**src/core/uart_pol_map.svh**
```systemverilog
// Purpose: Register offsets, field positions and reset values of the UART block
// Assumes: 32-bit Avalon-MM word registers at byte addresses
// Notes:   Types live in uart_pol_pkg
`ifndef UART_POL_MAP_SVH
`define UART_POL_MAP_SVH
`define REG_DATA       8'h00
`define REG_DIVISOR    8'h04
`define REG_CLKCFG     8'h08
`define REG_FRAC       8'h0C
`define REG_POLCFG     8'h10
`define REG_STATUS     8'h14
`define REG_INT_STAT   8'h18
`define REG_INT_CLR    8'h1C
`define REG_INT_EN     8'h20
`define REG_CTRL       8'h24
`define CTRL_DMA_EN    0
`define CTRL_RTS       1
`define CTRL_AUTOFLOW  2
`define INT_TX         0
`define INT_RX         1
`define INT_ERR        2
`define DIVISOR_RST    16'h0001
`define CLKCFG_RST     10'h000
`define FRAC_RST       32'h00010001
`define POLCFG_RST     10'h000
`define OVERSAMPLE_MAX 4'hF
`define RX_MID         4'h7
`define FIFO_DEPTH     64
`endif

```
**src/core/uart_pol_pkg.sv**
```systemverilog
// Purpose: Types shared by the UART block
// Assumes: Field layouts match the offsets in uart_pol_map.svh
// Notes:   Structs are msb first
package uart_pol_pkg;
    typedef enum logic [1:0] {
        src_audio_pll, src_main_pll, src_aux_pll, src_usb_phy_high_clock
    } clk_src_t;
    typedef enum logic [1:0] {mode_integer, mode_fraction, mode_crystal, mode_spare} clk_mode_t;
    typedef struct packed {
        clk_mode_t  mode;
        logic [5:0] div_m1;
        clk_src_t   src;
    } clk_cfg_t;
    typedef struct packed {
        logic [4:0] rts_sel;
        logic [4:0] cts_sel;
    } soc_handshake_polarity_cfg_t;
    typedef struct packed {
        logic err;
        logic rx;
        logic tx;
    } int_bits_t;
    typedef enum {ser_idle, ser_start, ser_data, ser_stop} ser_state_t;
endpackage : uart_pol_pkg

```
**src/core/uart_modem_polarity_and_clocking.sv**
```systemverilog
// Purpose: UART instance with clock generation, handshake polarity, FIFOs, DMA, IRQ
// Assumes: Source clock pins toggle well below half of clk_sys
// Notes:   Frame is fixed at 8 data bits, no parity, one stop bit
`timescale 1ns/1ps
`include "uart_pol_map.svh"

module uart_fifo #(
    parameter int W     = 8,
    parameter int DEPTH = 64,
    parameter int AW    = $clog2(DEPTH)
) (
    input  wire logic          clk,
    input  wire logic          rst_n,
    input  wire logic          in_valid,
    output logic               in_ready,
    input  wire logic [W-1:0]  in_data,
    output logic               out_valid,
    input  wire logic          out_ready,
    output logic [W-1:0]       out_data,
    output logic [AW:0]        count
);
    logic [W-1:0]  mem [DEPTH];
    logic [AW-1:0] wptr_reg;
    logic [AW-1:0] rptr_reg;
    logic [AW:0]   cnt_reg;
    wire           push = in_valid & in_ready;
    wire           pop  = out_valid & out_ready;

    assign in_ready  = (cnt_reg != (AW+1)'(DEPTH));
    assign out_valid = (cnt_reg != '0);
    assign out_data  = mem[rptr_reg];
    assign count     = cnt_reg;

    always_ff @(posedge clk) begin
        if (push) begin
            mem[wptr_reg] <= in_data;
        end
    end

    always_ff @(posedge clk or negedge rst_n) begin
        if (!rst_n) begin
            wptr_reg <= '0;
            rptr_reg <= '0;
            cnt_reg  <= '0;
        end else begin
            wptr_reg <= push ? AW'(wptr_reg + 1'b1) : wptr_reg;
            rptr_reg <= pop ? AW'(rptr_reg + 1'b1) : rptr_reg;
            cnt_reg  <= (AW+1)'(cnt_reg + push - pop);
        end
    end
endmodule : uart_fifo

module uart_modem_polarity_and_clocking
    import uart_pol_pkg::*;
#(
    parameter int CHANNEL    = 0,
    parameter int FIFO_DEPTH = `FIFO_DEPTH
) (
    input  wire logic        clk_sys,
    input  wire logic        rstn,
    input  wire logic [7:0]  avs_address,
    input  wire logic        avs_read,
    input  wire logic        avs_write,
    input  wire logic [31:0] avs_writedata,
    output logic [31:0]      avs_readdata,
    output logic             avs_waitrequest,
    input  wire logic        sin,
    output logic             sout,
    input  wire logic        cts_n,
    output logic             rts_n,
    input  wire logic        audio_pll,
    input  wire logic        main_pll,
    input  wire logic        aux_pll,
    input  wire logic        usb_phy_high_clock,
    input  wire logic        crystal_24mhz_clock,
    output logic             dma_tx_req,
    input  wire logic        dma_tx_ack,
    output logic             dma_rx_req,
    input  wire logic        dma_rx_ack,
    output logic             irq,
    output logic             irq_tx,
    output logic             irq_rx,
    output logic             irq_err
);
    localparam int CW = $clog2(FIFO_DEPTH) + 1;

    logic [1:0]  rst_sync_reg;
    wire         rst_n = rst_sync_reg[1];
    always_ff @(posedge clk_sys or negedge rstn) begin
        if (!rstn) begin
            rst_sync_reg <= 2'h0;
        end else begin
            rst_sync_reg <= {rst_sync_reg[0], 1'b1};
        end
    end

    // Pins pass two flops; the third stage feeds edge detection only
    logic [6:0] pin_s1_reg;
    logic [6:0] pin_s2_reg;
    logic [4:0] src_d_reg;
    wire  [6:0] pins = {cts_n, sin, crystal_24mhz_clock, usb_phy_high_clock,
                        aux_pll, main_pll, audio_pll};
    always_ff @(posedge clk_sys or negedge rst_n) begin
        if (!rst_n) begin
            pin_s1_reg <= 7'h60;
            pin_s2_reg <= 7'h60;
            src_d_reg  <= 5'h00;
        end else begin
            pin_s1_reg <= pins;
            pin_s2_reg <= pin_s1_reg;
            src_d_reg  <= pin_s2_reg[4:0];
        end
    end
    wire [4:0] src_rise = pin_s2_reg[4:0] & ~src_d_reg;
    wire       rx_s     = pin_s2_reg[5];
    wire       cts_s    = pin_s2_reg[6];

    // Registers
    logic [15:0]  divisor_reg;
    clk_cfg_t     clkcfg_reg;
    logic [31:0]  frac_reg;
    soc_handshake_polarity_cfg_t pol_reg;
    int_bits_t    stat_reg;
    int_bits_t    en_reg;
    logic [2:0]   ctrl_reg;
    logic         wait_reg;
    logic [31:0]  rdata_reg;
    logic         tx_in_ready;
    logic         rx_in_ready;

    // Bus decode; a data write to a full FIFO is stalled by waitrequest
    wire sel_data = (avs_address == `REG_DATA);
    wire stall    = avs_write & sel_data & ~tx_in_ready;
    wire acc      = (avs_read | avs_write) & wait_reg & ~stall;
    wire wr       = acc & avs_write;
    wire rd       = acc & avs_read;
    wire wr_div   = wr & (avs_address == `REG_DIVISOR);
    wire wr_cfg   = wr & (avs_address == `REG_CLKCFG);
    wire wr_frac  = wr & (avs_address == `REG_FRAC);
    wire wr_pol   = wr & (avs_address == `REG_POLCFG);
    wire wr_clr   = wr & (avs_address == `REG_INT_CLR);
    wire wr_en    = wr & (avs_address == `REG_INT_EN);
    wire wr_ctrl  = wr & (avs_address == `REG_CTRL);

    // Handshake polarity per channel index
    wire cts_act  = (cts_s == pol_reg.cts_sel[CHANNEL]);
    wire rts_act  = ctrl_reg[`CTRL_RTS] & rx_in_ready;
    wire rts_pin  = pol_reg.rts_sel[CHANNEL] ? rts_act : ~rts_act;

    // Serial clock: source select, integer divide, fraction or crystal
    wire       is_bt    = (CHANNEL == 0);
    wire [1:0] src_eff  = is_bt ? clkcfg_reg.src : {1'b0, clkcfg_reg.src[0]};
    wire       src_tick = src_rise[src_eff];
    logic [5:0]  div_cnt_reg;
    logic [15:0] frac_acc_reg;
    wire        int_tick = src_tick & (div_cnt_reg == clkcfg_reg.div_m1);
    wire [16:0] frac_sum = {1'b0, frac_acc_reg} + {1'b0, frac_reg[31:16]};
    wire        frac_hit = frac_sum >= {1'b0, frac_reg[15:0]};
    wire        serial_tick = (clkcfg_reg.mode == mode_crystal) ? src_rise[4] :
                              (clkcfg_reg.mode == mode_fraction) ? int_tick & frac_hit :
                              int_tick;
    logic [15:0] baud_cnt_reg;
    wire         os_tick = serial_tick & ((baud_cnt_reg + 16'h0001) >= divisor_reg);

    always_ff @(posedge clk_sys or negedge rst_n) begin
        if (!rst_n) begin
            div_cnt_reg  <= 6'h00;
            frac_acc_reg <= 16'h0000;
            baud_cnt_reg <= 16'h0000;
        end else begin
            if (src_tick) begin
                div_cnt_reg <= int_tick ? 6'h00 : 6'(div_cnt_reg + 1'b1);
            end
            if (int_tick) begin
                frac_acc_reg <= frac_hit ? 16'(frac_sum - {1'b0, frac_reg[15:0]})
                                         : frac_sum[15:0];
            end
            if (serial_tick) begin
                baud_cnt_reg <= os_tick ? 16'h0000 : 16'(baud_cnt_reg + 1'b1);
            end
        end
    end

    // FIFOs
    logic          tx_out_valid;
    logic [7:0]    tx_out_data;
    logic [CW-1:0] tx_count;
    logic          rx_out_valid;
    logic [7:0]    rx_out_data;
    logic [CW-1:0] rx_count;
    ser_state_t    tx_state_reg;
    ser_state_t    rx_state_reg;
    logic [3:0]    tx_os_reg;
    logic [3:0]    rx_os_reg;
    logic [2:0]    tx_bit_reg;
    logic [2:0]    rx_bit_reg;
    logic [7:0]    tx_sh_reg;
    logic [7:0]    rx_sh_reg;
    wire cts_ok  = ~ctrl_reg[`CTRL_AUTOFLOW] | cts_act;
    wire tx_pop  = (tx_state_reg == ser_idle) & tx_out_valid & cts_ok;
    wire tx_bit_end = os_tick & (tx_os_reg == `OVERSAMPLE_MAX);
    wire rx_bit_end = os_tick & (rx_os_reg == `OVERSAMPLE_MAX);
    wire rx_done = (rx_state_reg == ser_stop) & rx_bit_end;
    wire rx_push = rx_done & rx_s;

    uart_fifo #(.W(8), .DEPTH(FIFO_DEPTH)) u_tx_fifo (
        .clk       (clk_sys),
        .rst_n     (rst_n),
        .in_valid  (wr & sel_data),
        .in_ready  (tx_in_ready),
        .in_data   (avs_writedata[7:0]),
        .out_valid (tx_out_valid),
        .out_ready (tx_pop),
        .out_data  (tx_out_data),
        .count     (tx_count)
    );
    uart_fifo #(.W(8), .DEPTH(FIFO_DEPTH)) u_rx_fifo (
        .clk       (clk_sys),
        .rst_n     (rst_n),
        .in_valid  (rx_push),
        .in_ready  (rx_in_ready),
        .in_data   (rx_sh_reg),
        .out_valid (rx_out_valid),
        .out_ready (rd & sel_data),
        .out_data  (rx_out_data),
        .count     (rx_count)
    );

    // Transmitter and receiver share os_tick
    always_ff @(posedge clk_sys or negedge rst_n) begin
        if (!rst_n) begin
            tx_state_reg <= ser_idle;
            tx_os_reg    <= 4'h0;
            tx_bit_reg   <= 3'h0;
            tx_sh_reg    <= 8'h00;
            sout         <= 1'b1;
        end else begin
            tx_os_reg <= os_tick ? 4'(tx_os_reg + 1'b1) : tx_os_reg;
            case (tx_state_reg)
                ser_idle: if (tx_pop) begin
                    tx_sh_reg    <= tx_out_data;
                    tx_os_reg    <= 4'h0;
                    sout         <= 1'b0;
                    tx_state_reg <= ser_start;
                end
                ser_start: if (tx_bit_end) begin
                    sout         <= tx_sh_reg[0];
                    tx_bit_reg   <= 3'h0;
                    tx_state_reg <= ser_data;
                end
                ser_data: if (tx_bit_end) begin
                    tx_bit_reg <= 3'(tx_bit_reg + 1'b1);
                    tx_sh_reg  <= {1'b0, tx_sh_reg[7:1]};
                    sout       <= (tx_bit_reg == 3'h7) ? 1'b1 : tx_sh_reg[1];
                    tx_state_reg <= (tx_bit_reg == 3'h7) ? ser_stop : ser_data;
                end
                ser_stop: if (tx_bit_end) begin
                    tx_state_reg <= ser_idle;
                end
                default: tx_state_reg <= ser_idle;
            endcase
        end
    end

    always_ff @(posedge clk_sys or negedge rst_n) begin
        if (!rst_n) begin
            rx_state_reg <= ser_idle;
            rx_os_reg    <= 4'h0;
            rx_bit_reg   <= 3'h0;
            rx_sh_reg    <= 8'h00;
        end else begin
            rx_os_reg <= os_tick ? 4'(rx_os_reg + 1'b1) : rx_os_reg;
            case (rx_state_reg)
                ser_idle: if (os_tick & ~rx_s) begin
                    rx_os_reg    <= 4'h0;
                    rx_state_reg <= ser_start;
                end
                ser_start: if (os_tick & (rx_os_reg == `RX_MID)) begin
                    // Restart the bit timer so later samples fall mid-bit
                    rx_os_reg    <= 4'h0;
                    rx_bit_reg   <= 3'h0;
                    rx_state_reg <= rx_s ? ser_idle : ser_data;
                end
                ser_data: if (rx_bit_end) begin
                    rx_sh_reg    <= {rx_s, rx_sh_reg[7:1]};
                    rx_bit_reg   <= 3'(rx_bit_reg + 1'b1);
                    rx_state_reg <= (rx_bit_reg == 3'h7) ? ser_stop : ser_data;
                end
                ser_stop: if (rx_bit_end) begin
                    rx_state_reg <= ser_idle;
                end
                default: rx_state_reg <= ser_idle;
            endcase
        end
    end

    // Events: tx drained, byte received, framing error or overrun
    int_bits_t ev;
    assign ev.tx  = (tx_state_reg == ser_stop) & tx_bit_end & ~tx_out_valid;
    assign ev.rx  = rx_push & rx_in_ready;
    assign ev.err = rx_done & (~rx_s | ~rx_in_ready);
    wire int_bits_t clr_bits = wr_clr ? int_bits_t'(avs_writedata[2:0]) : int_bits_t'(3'h0);
    wire int_bits_t pend     = stat_reg & en_reg;

    wire [31:0] rd_mux =
        sel_data ? {24'h0, rx_out_valid ? rx_out_data : 8'h00} :
        (avs_address == `REG_DIVISOR)  ? {16'h0, divisor_reg} :
        (avs_address == `REG_CLKCFG)   ? {22'h0, clkcfg_reg} :
        (avs_address == `REG_FRAC)     ? frac_reg :
        (avs_address == `REG_POLCFG)   ? {22'h0, pol_reg} :
        (avs_address == `REG_STATUS)   ? {16'h0, 2'(tx_count >> 6), tx_count[5:0],
                                          2'(rx_count >> 6), rx_count[5:0]} :
        (avs_address == `REG_INT_STAT) ? {29'h0, stat_reg} :
        (avs_address == `REG_INT_EN)   ? {29'h0, en_reg} :
        (avs_address == `REG_CTRL)     ? {29'h0, ctrl_reg} : 32'h0;

    always_ff @(posedge clk_sys or negedge rst_n) begin
        if (!rst_n) begin
            divisor_reg <= `DIVISOR_RST;
            clkcfg_reg  <= `CLKCFG_RST;
            frac_reg    <= `FRAC_RST;
            pol_reg     <= `POLCFG_RST;
            en_reg      <= 3'h0;
            ctrl_reg    <= 3'h0;
        end else begin
            divisor_reg <= wr_div ? avs_writedata[15:0] : divisor_reg;
            clkcfg_reg  <= wr_cfg ? clk_cfg_t'(avs_writedata[9:0]) : clkcfg_reg;
            frac_reg    <= wr_frac ? avs_writedata : frac_reg;
            pol_reg     <= wr_pol ? soc_handshake_polarity_cfg_t'(avs_writedata[9:0]) : pol_reg;
            en_reg      <= wr_en ? int_bits_t'(avs_writedata[2:0]) : en_reg;
            ctrl_reg    <= wr_ctrl ? avs_writedata[2:0] : ctrl_reg;
        end
    end

    // Outputs; set beats clear in the same cycle
    always_ff @(posedge clk_sys or negedge rst_n) begin
        if (!rst_n) begin
            stat_reg   <= 3'h0;
            wait_reg   <= 1'b1;
            rdata_reg  <= 32'h0;
            rts_n      <= 1'b1;
            irq        <= 1'b0;
            irq_tx     <= 1'b0;
            irq_rx     <= 1'b0;
            irq_err    <= 1'b0;
            dma_tx_req <= 1'b0;
            dma_rx_req <= 1'b0;
        end else begin
            stat_reg   <= (stat_reg & ~clr_bits) | ev;
            wait_reg   <= ~acc;
            rdata_reg  <= rd ? rd_mux : rdata_reg;
            rts_n      <= rts_pin;
            irq        <= |pend;
            irq_tx     <= pend.tx;
            irq_rx     <= pend.rx;
            irq_err    <= pend.err;
            dma_tx_req <= ctrl_reg[`CTRL_DMA_EN] & tx_in_ready & ~dma_tx_ack;
            dma_rx_req <= ctrl_reg[`CTRL_DMA_EN] & rx_out_valid & ~dma_rx_ack;
        end
    end
    assign avs_waitrequest = wait_reg;
    assign avs_readdata    = rdata_reg;
endmodule : uart_modem_polarity_and_clocking

```
**config.mk**
```make
export PLATFORM = sky130hd
export DESIGN_NAME = uart_modem_polarity_and_clocking
export DESIGN_NICKNAME = d
export VERILOG_FILES = /design/src/core/uart_pol_pkg.sv /design/src/core/uart_modem_polarity_and_clocking.sv
export VERILOG_INCLUDE_DIRS = /design/src /design/src/core
export SDC_FILE = /design/constraint.sdc
export NUM_CORES = 2
export LEC_CHECK = 0
export BUFFER_PORTS_ARGS = -buffer_cell sky130_fd_sc_hd__buf_4
export CAP_MARGIN = 10
export CORE_MARGIN = 3
export CORE_UTILIZATION = 40
export CTS_BUF_LIST = sky130_fd_sc_hd__clkbuf_8
export CTS_CLUSTER_SIZE = 40
export DETAILED_ROUTE_END_ITERATION = 10
export PLACE_DENSITY = 0.57
export RECOVER_POWER = 100
export SYNTH_ARGS = -nofsm -noshare
export SYNTH_HDL_FRONTEND = slang
export SYNTH_HIERARCHICAL = 1
export SYNTH_SLANG_ARGS = --single-unit
export TNS_END_PERCENT = 100
```
**constraint.sdc**
```tcl
create_clock -name clk_sys -period 22.3 [get_ports clk_sys]
set_clock_uncertainty 0.2 [all_clocks]
set_input_delay 4.46 -clock clk_sys [delete_from_list [all_inputs] [get_ports clk_sys]]
set_output_delay 4.46 -clock clk_sys [all_outputs]
set_load 0.02 [all_outputs]
```
==> reports/qor.log <==
qor: global_routing.grt_overflow 0
qor: critical_path.critPathArrivalTime 8.76 ns
qor: global_routing.first_global_vias 30077
qor: route.drc 0
qor: power_and_ir_drop.internal_pwr_total 0.004143 W
qor: placed_design.dp_hpwl 80020 um
qor: placed_design.numPlacedInstances 5104
qor: power_and_ir_drop.p_sw 0.001726 W
qor: route.detail_route.vias_per_cell 5.461
qor: logic_synthesis.synth_area_leader_cell sky130_fd_sc_hd__edfxtp_1
qor: logic_synthesis.number_of_flops_mapped_to_enable_cells_by_yosys 1024
qor: critical_path.crit_path_top_delay_cell sky130_fd_sc_hd__clkbuf_1
qor: critical_path.setup.worst_path.start_class register
qor: global_routing.global_route.usage.total 18.89%
qor: die.design.portCount 94
qor: hold_path.holdCritPathClass register to register
qor: route.ant_nets 0
qor: logic_synthesis.syn_area_per_cell 15.80 um^2
qor: route.vias 29995
qor: critical_path.critical-path-top-cell-by-count sky130_fd_sc_hd__clkbuf_1
qor: die.core.rowCount 133
qor: clocking.clock_sink_count 1273
qor: global_routing.global_routing_met2_resource_utilization 28.99%
qor: timing.final_number_of_setup_violating_endpoints 0
qor: critical_path.setup.worst_path.class register to async pin
qor: global_routing.grt_use_met3 3.538%
qor: route.avgRoutedWirePerCell 23.78 um
qor: die.core_region_area 132100 um^2
qor: clocking.post-cts-setup-buffer-count 0
qor: clocking.hold_buffers 0
qor: clocking.library_cell_used_as_clock_root_buffer sky130_fd_sc_hd__clkbuf_8
qor: final_layout.fin_util 45.01%
qor: clocking.clock_latency_reported_for_the_late_side_of_the_worst_skew_pair 0.92 ns
qor: final_layout.drive_above_1_share 15.39%
qor: global_routing.grt_first_pass_wirelength 195600 um
qor: die.die_width 371.8 um
qor: clocking.tritoncts done
qor: timing.tightest_pin_transition 4.164 ns
qor: global_routing.antenna_found_initial 2
qor: final_layout.sequential_cell_area 37010 um^2
qor: final_layout.synthToLayoutAreaGrowth 11.11%
qor: run.maxcap_violations 26
qor: critical_path.critPathRequiredTime 21.67 ns
qor: final_layout.final-instance-count-excl-fill 5493
qor: clocking.cts-buffers-inserted 204
qor: logic_synthesis.synth_most_common_cell sky130_fd_sc_hd__edfxtp_1
qor: clocking.worst_setup_hold_path_clk_slew 0.06 ns
qor: die.vertical_die_dimension 371.8 um
qor: global_routing.largest_net_degree_at_the_start_of_global_routing 127
qor: timing.setup_total_negative_slack 0 ns
qor: timing.timing_max_transition_violations_final 1415
qor: clocking.post_cts_resize_count 0
qor: critical_path.cp_cell_sequence clkbuf_1, clkbuf_1
qor: logic_synthesis.synth_seq_cells 1273
qor: clocking.clk_path_buf_depth 3
qor: critical_path.reg2reg_setup_slack 12.91 ns
qor: logic_synthesis.yosys.cell_types.count 89
qor: logic_synthesis.synth_ff_type sky130_fd_sc_hd__edfxtp_1
qor: final_layout.nNetsFinal 3696
qor: power_and_ir_drop.p_clk_share 33.7%
qor: logic_synthesis.synthesis.area 53530 um^2
qor: timing.setup_repair_after_global_routing_missed_its_margin no
qor: run_status.failed_checks max-capacitance violations, max-slew violations
qor: logic_synthesis.synthCells 3387
qor: power_and_ir_drop.power.sequential.fraction 46.0%
qor: power_and_ir_drop.power_density 98.68 nW/um^2
qor: run_status.run_status finished, violations left
qor: timing.fin_hold_ws 0.1466 ns
qor: logic_synthesis.sequential_to_total_area_share_from_yosys_stat 69.11%
qor: power_and_ir_drop.power_leakage 21.93 nW
qor: critical_path.worst_path_largest_cell_delay 2.85 ns
qor: global_routing.grt-busiest-layer met2
qor: clocking.h-tree-depth 4
qor: timing.slew-limit-headroom -177.6%
qor: power_and_ir_drop.power 0.005869 W
qor: die.floorplan.initialDensity 40.51%
qor: final_layout.multiInputGateArea 15070 um^2
qor: timing.timing.fmax 0.1065 GHz
qor: logic_synthesis.synth-warning-count 6
qor: route.drt_pre_antenna_iters 7
qor: final_layout.biggestRegsByFlops u_rx_fifo/mem x512, u_tx_fifo/mem x512
qor: placed_design.place.port_buffers 93
qor: power_and_ir_drop.ir_drop 0.08049 mV
qor: route.wl 130600 um
qor: placed_design.globalplace.congestion 0.8404
qor: die.dieArea 138200 um^2
qor: route.first_iter_violations 2590
qor: final_layout.layout.filler_cells 11699
qor: logic_synthesis.async_flop_share 19.56%
qor: timing.min_period 9.391 ns
qor: power_and_ir_drop.share_comb_of_total_power 20.3%
qor: logic_synthesis.synth.area.top_cells sky130_fd_sc_hd__edfxtp_1 (57%), sky130_fd_sc_hd__dfrtp_1 (11%), sky130_fd_sc_hd__mux2i_1 (5.6%), sky130_fd_sc_hd__mux4_2 (4.9%), sky130_fd_sc_hd__ha_1 (1.9%)
qor: logic_synthesis.synth.net_count 3527
qor: logic_synthesis.synthTopCellsByCount sky130_fd_sc_hd__edfxtp_1 (1024), sky130_fd_sc_hd__mux2i_1 (297), sky130_fd_sc_hd__dfrtp_1 (239)
qor: critical_path.crit_fanout 71
qor: global_routing.grt.met1_usage 27.60%
qor: logic_synthesis.yosysTopAreaCellShare 57.44%
qor: power_and_ir_drop.p_sw_share 29.41%
qor: timing.timing.final.hold_violations 0
qor: critical_path.worst_setup_path_end_kind async pin
qor: timing.timing.final.crit_share 42.11%
-- per-layer routing --
metal / part of all wire, % / vias to the layer above
met5: 0 / -
met4: 2.1 / 0
met3: 5.9 / 200
met2: 46 / 896
met1: 46 / 15319
li1: - / 13580
-- area by class of cell --
cell class                      count  share of cell area (%)
Sequential cell                  1273                   62.23
Multi-Input combinational cell   1858                   25.34
Clock buffer                      221                   5.114
Tap cell                         1755                   3.692
Clock inverter                    165                   1.767
Timing Repair Buffer              138                   1.336
Inverter                           81                  0.5112
Antenna cell                        2                0.008415
-- cell usage in the layout (no fill, tap or decap), types with 49 or more instances in the layout --
master                        n
sky130_fd_sc_hd__edfxtp_1  1024
sky130_fd_sc_hd__mux2i_1    297
sky130_fd_sc_hd__dfrtp_1    229
sky130_fd_sc_hd__nor2_1     227
sky130_fd_sc_hd__clkbuf_8   221
sky130_fd_sc_hd__nand2_1    159
sky130_fd_sc_hd__o21ai_0    152
sky130_fd_sc_hd__inv_1      149
sky130_fd_sc_hd__mux4_2     117
sky130_fd_sc_hd__a21oi_1    103
sky130_fd_sc_hd__ha_1        83
sky130_fd_sc_hd__clkbuf_1    71
sky130_fd_sc_hd__xnor2_1     60
sky130_fd_sc_hd__mux2_2      58
sky130_fd_sc_hd__a221oi_1    58
sky130_fd_sc_hd__buf_4       56
sky130_fd_sc_hd__nand3_1     49
-- logic make-up (layout without fill, tap and decap cells) --
group	Yosys count	count (layout)	synth area share, %
buffers and inverters	256	605	2.700
XOR/XNOR	81	81	1.325
AO/OA/AOI/OAI	606	606	7.629
AND/OR/NAND/NOR	602	602	5.199
flip-flops	1273	1273	69.11
adder cells (fa/ha/maj)	87	87	2.090
multiplexers	481	481	11.94
other	1	3	0.007006
-- critical path: cells and delay by family (launching register included) --
kind                   cells  cell delay (ns)
buffers and inverters      2             5.69
flip-flops                 1             2.09
-- path summary, 6_finish.rpt --
path                                 start               endpoint  depth (start not counted)
min in group asynchronous  rst_sync_reg[1]          pin_s1_reg[2]                          0
max reg2reg                rst_sync_reg[1]  u_tx_fifo/rptr_reg[0]                          2
max in group clk_sys          frac_reg[16]     u_rx_fifo/count[6]                         31
min reg2reg                  pin_s1_reg[4]          pin_s2_reg[4]                          0
min                          pin_s1_reg[4]          pin_s2_reg[4]                          0
max                        rst_sync_reg[1]  u_tx_fifo/rptr_reg[0]                          2
-- metrics by stage --
| stage | worst slack, ns | instance area (um^2) |
|---|---|---|
| 3_5_place_dp | 13.63 | 55710 |
| 2_1_floorplan | 14.21 | 53530 |
| 5_1_grt | 11.05 | 59470 |
| 6_report | 12.91 | 59470 |
| 3_3_place_gp | 13.70 | 55710 |
| 4_1_cts | 14.65 | 59800 |
-- power by group through the flow --
stage	Combinational, W	Clock, W	Sequential (W)
3_3_place_gp	0.00119	0	0.00274
4_1_cts	0.00119	0.00204	0.00270
5_1_grt	0.00129	0.00215	0.00271
3_5_place_dp	0.00119	0	0.00274
6_report	0.00119	0.00198	0.00270
2_1_floorplan	0.000921	0	0.00270
(Power assumes the default switching activity.)
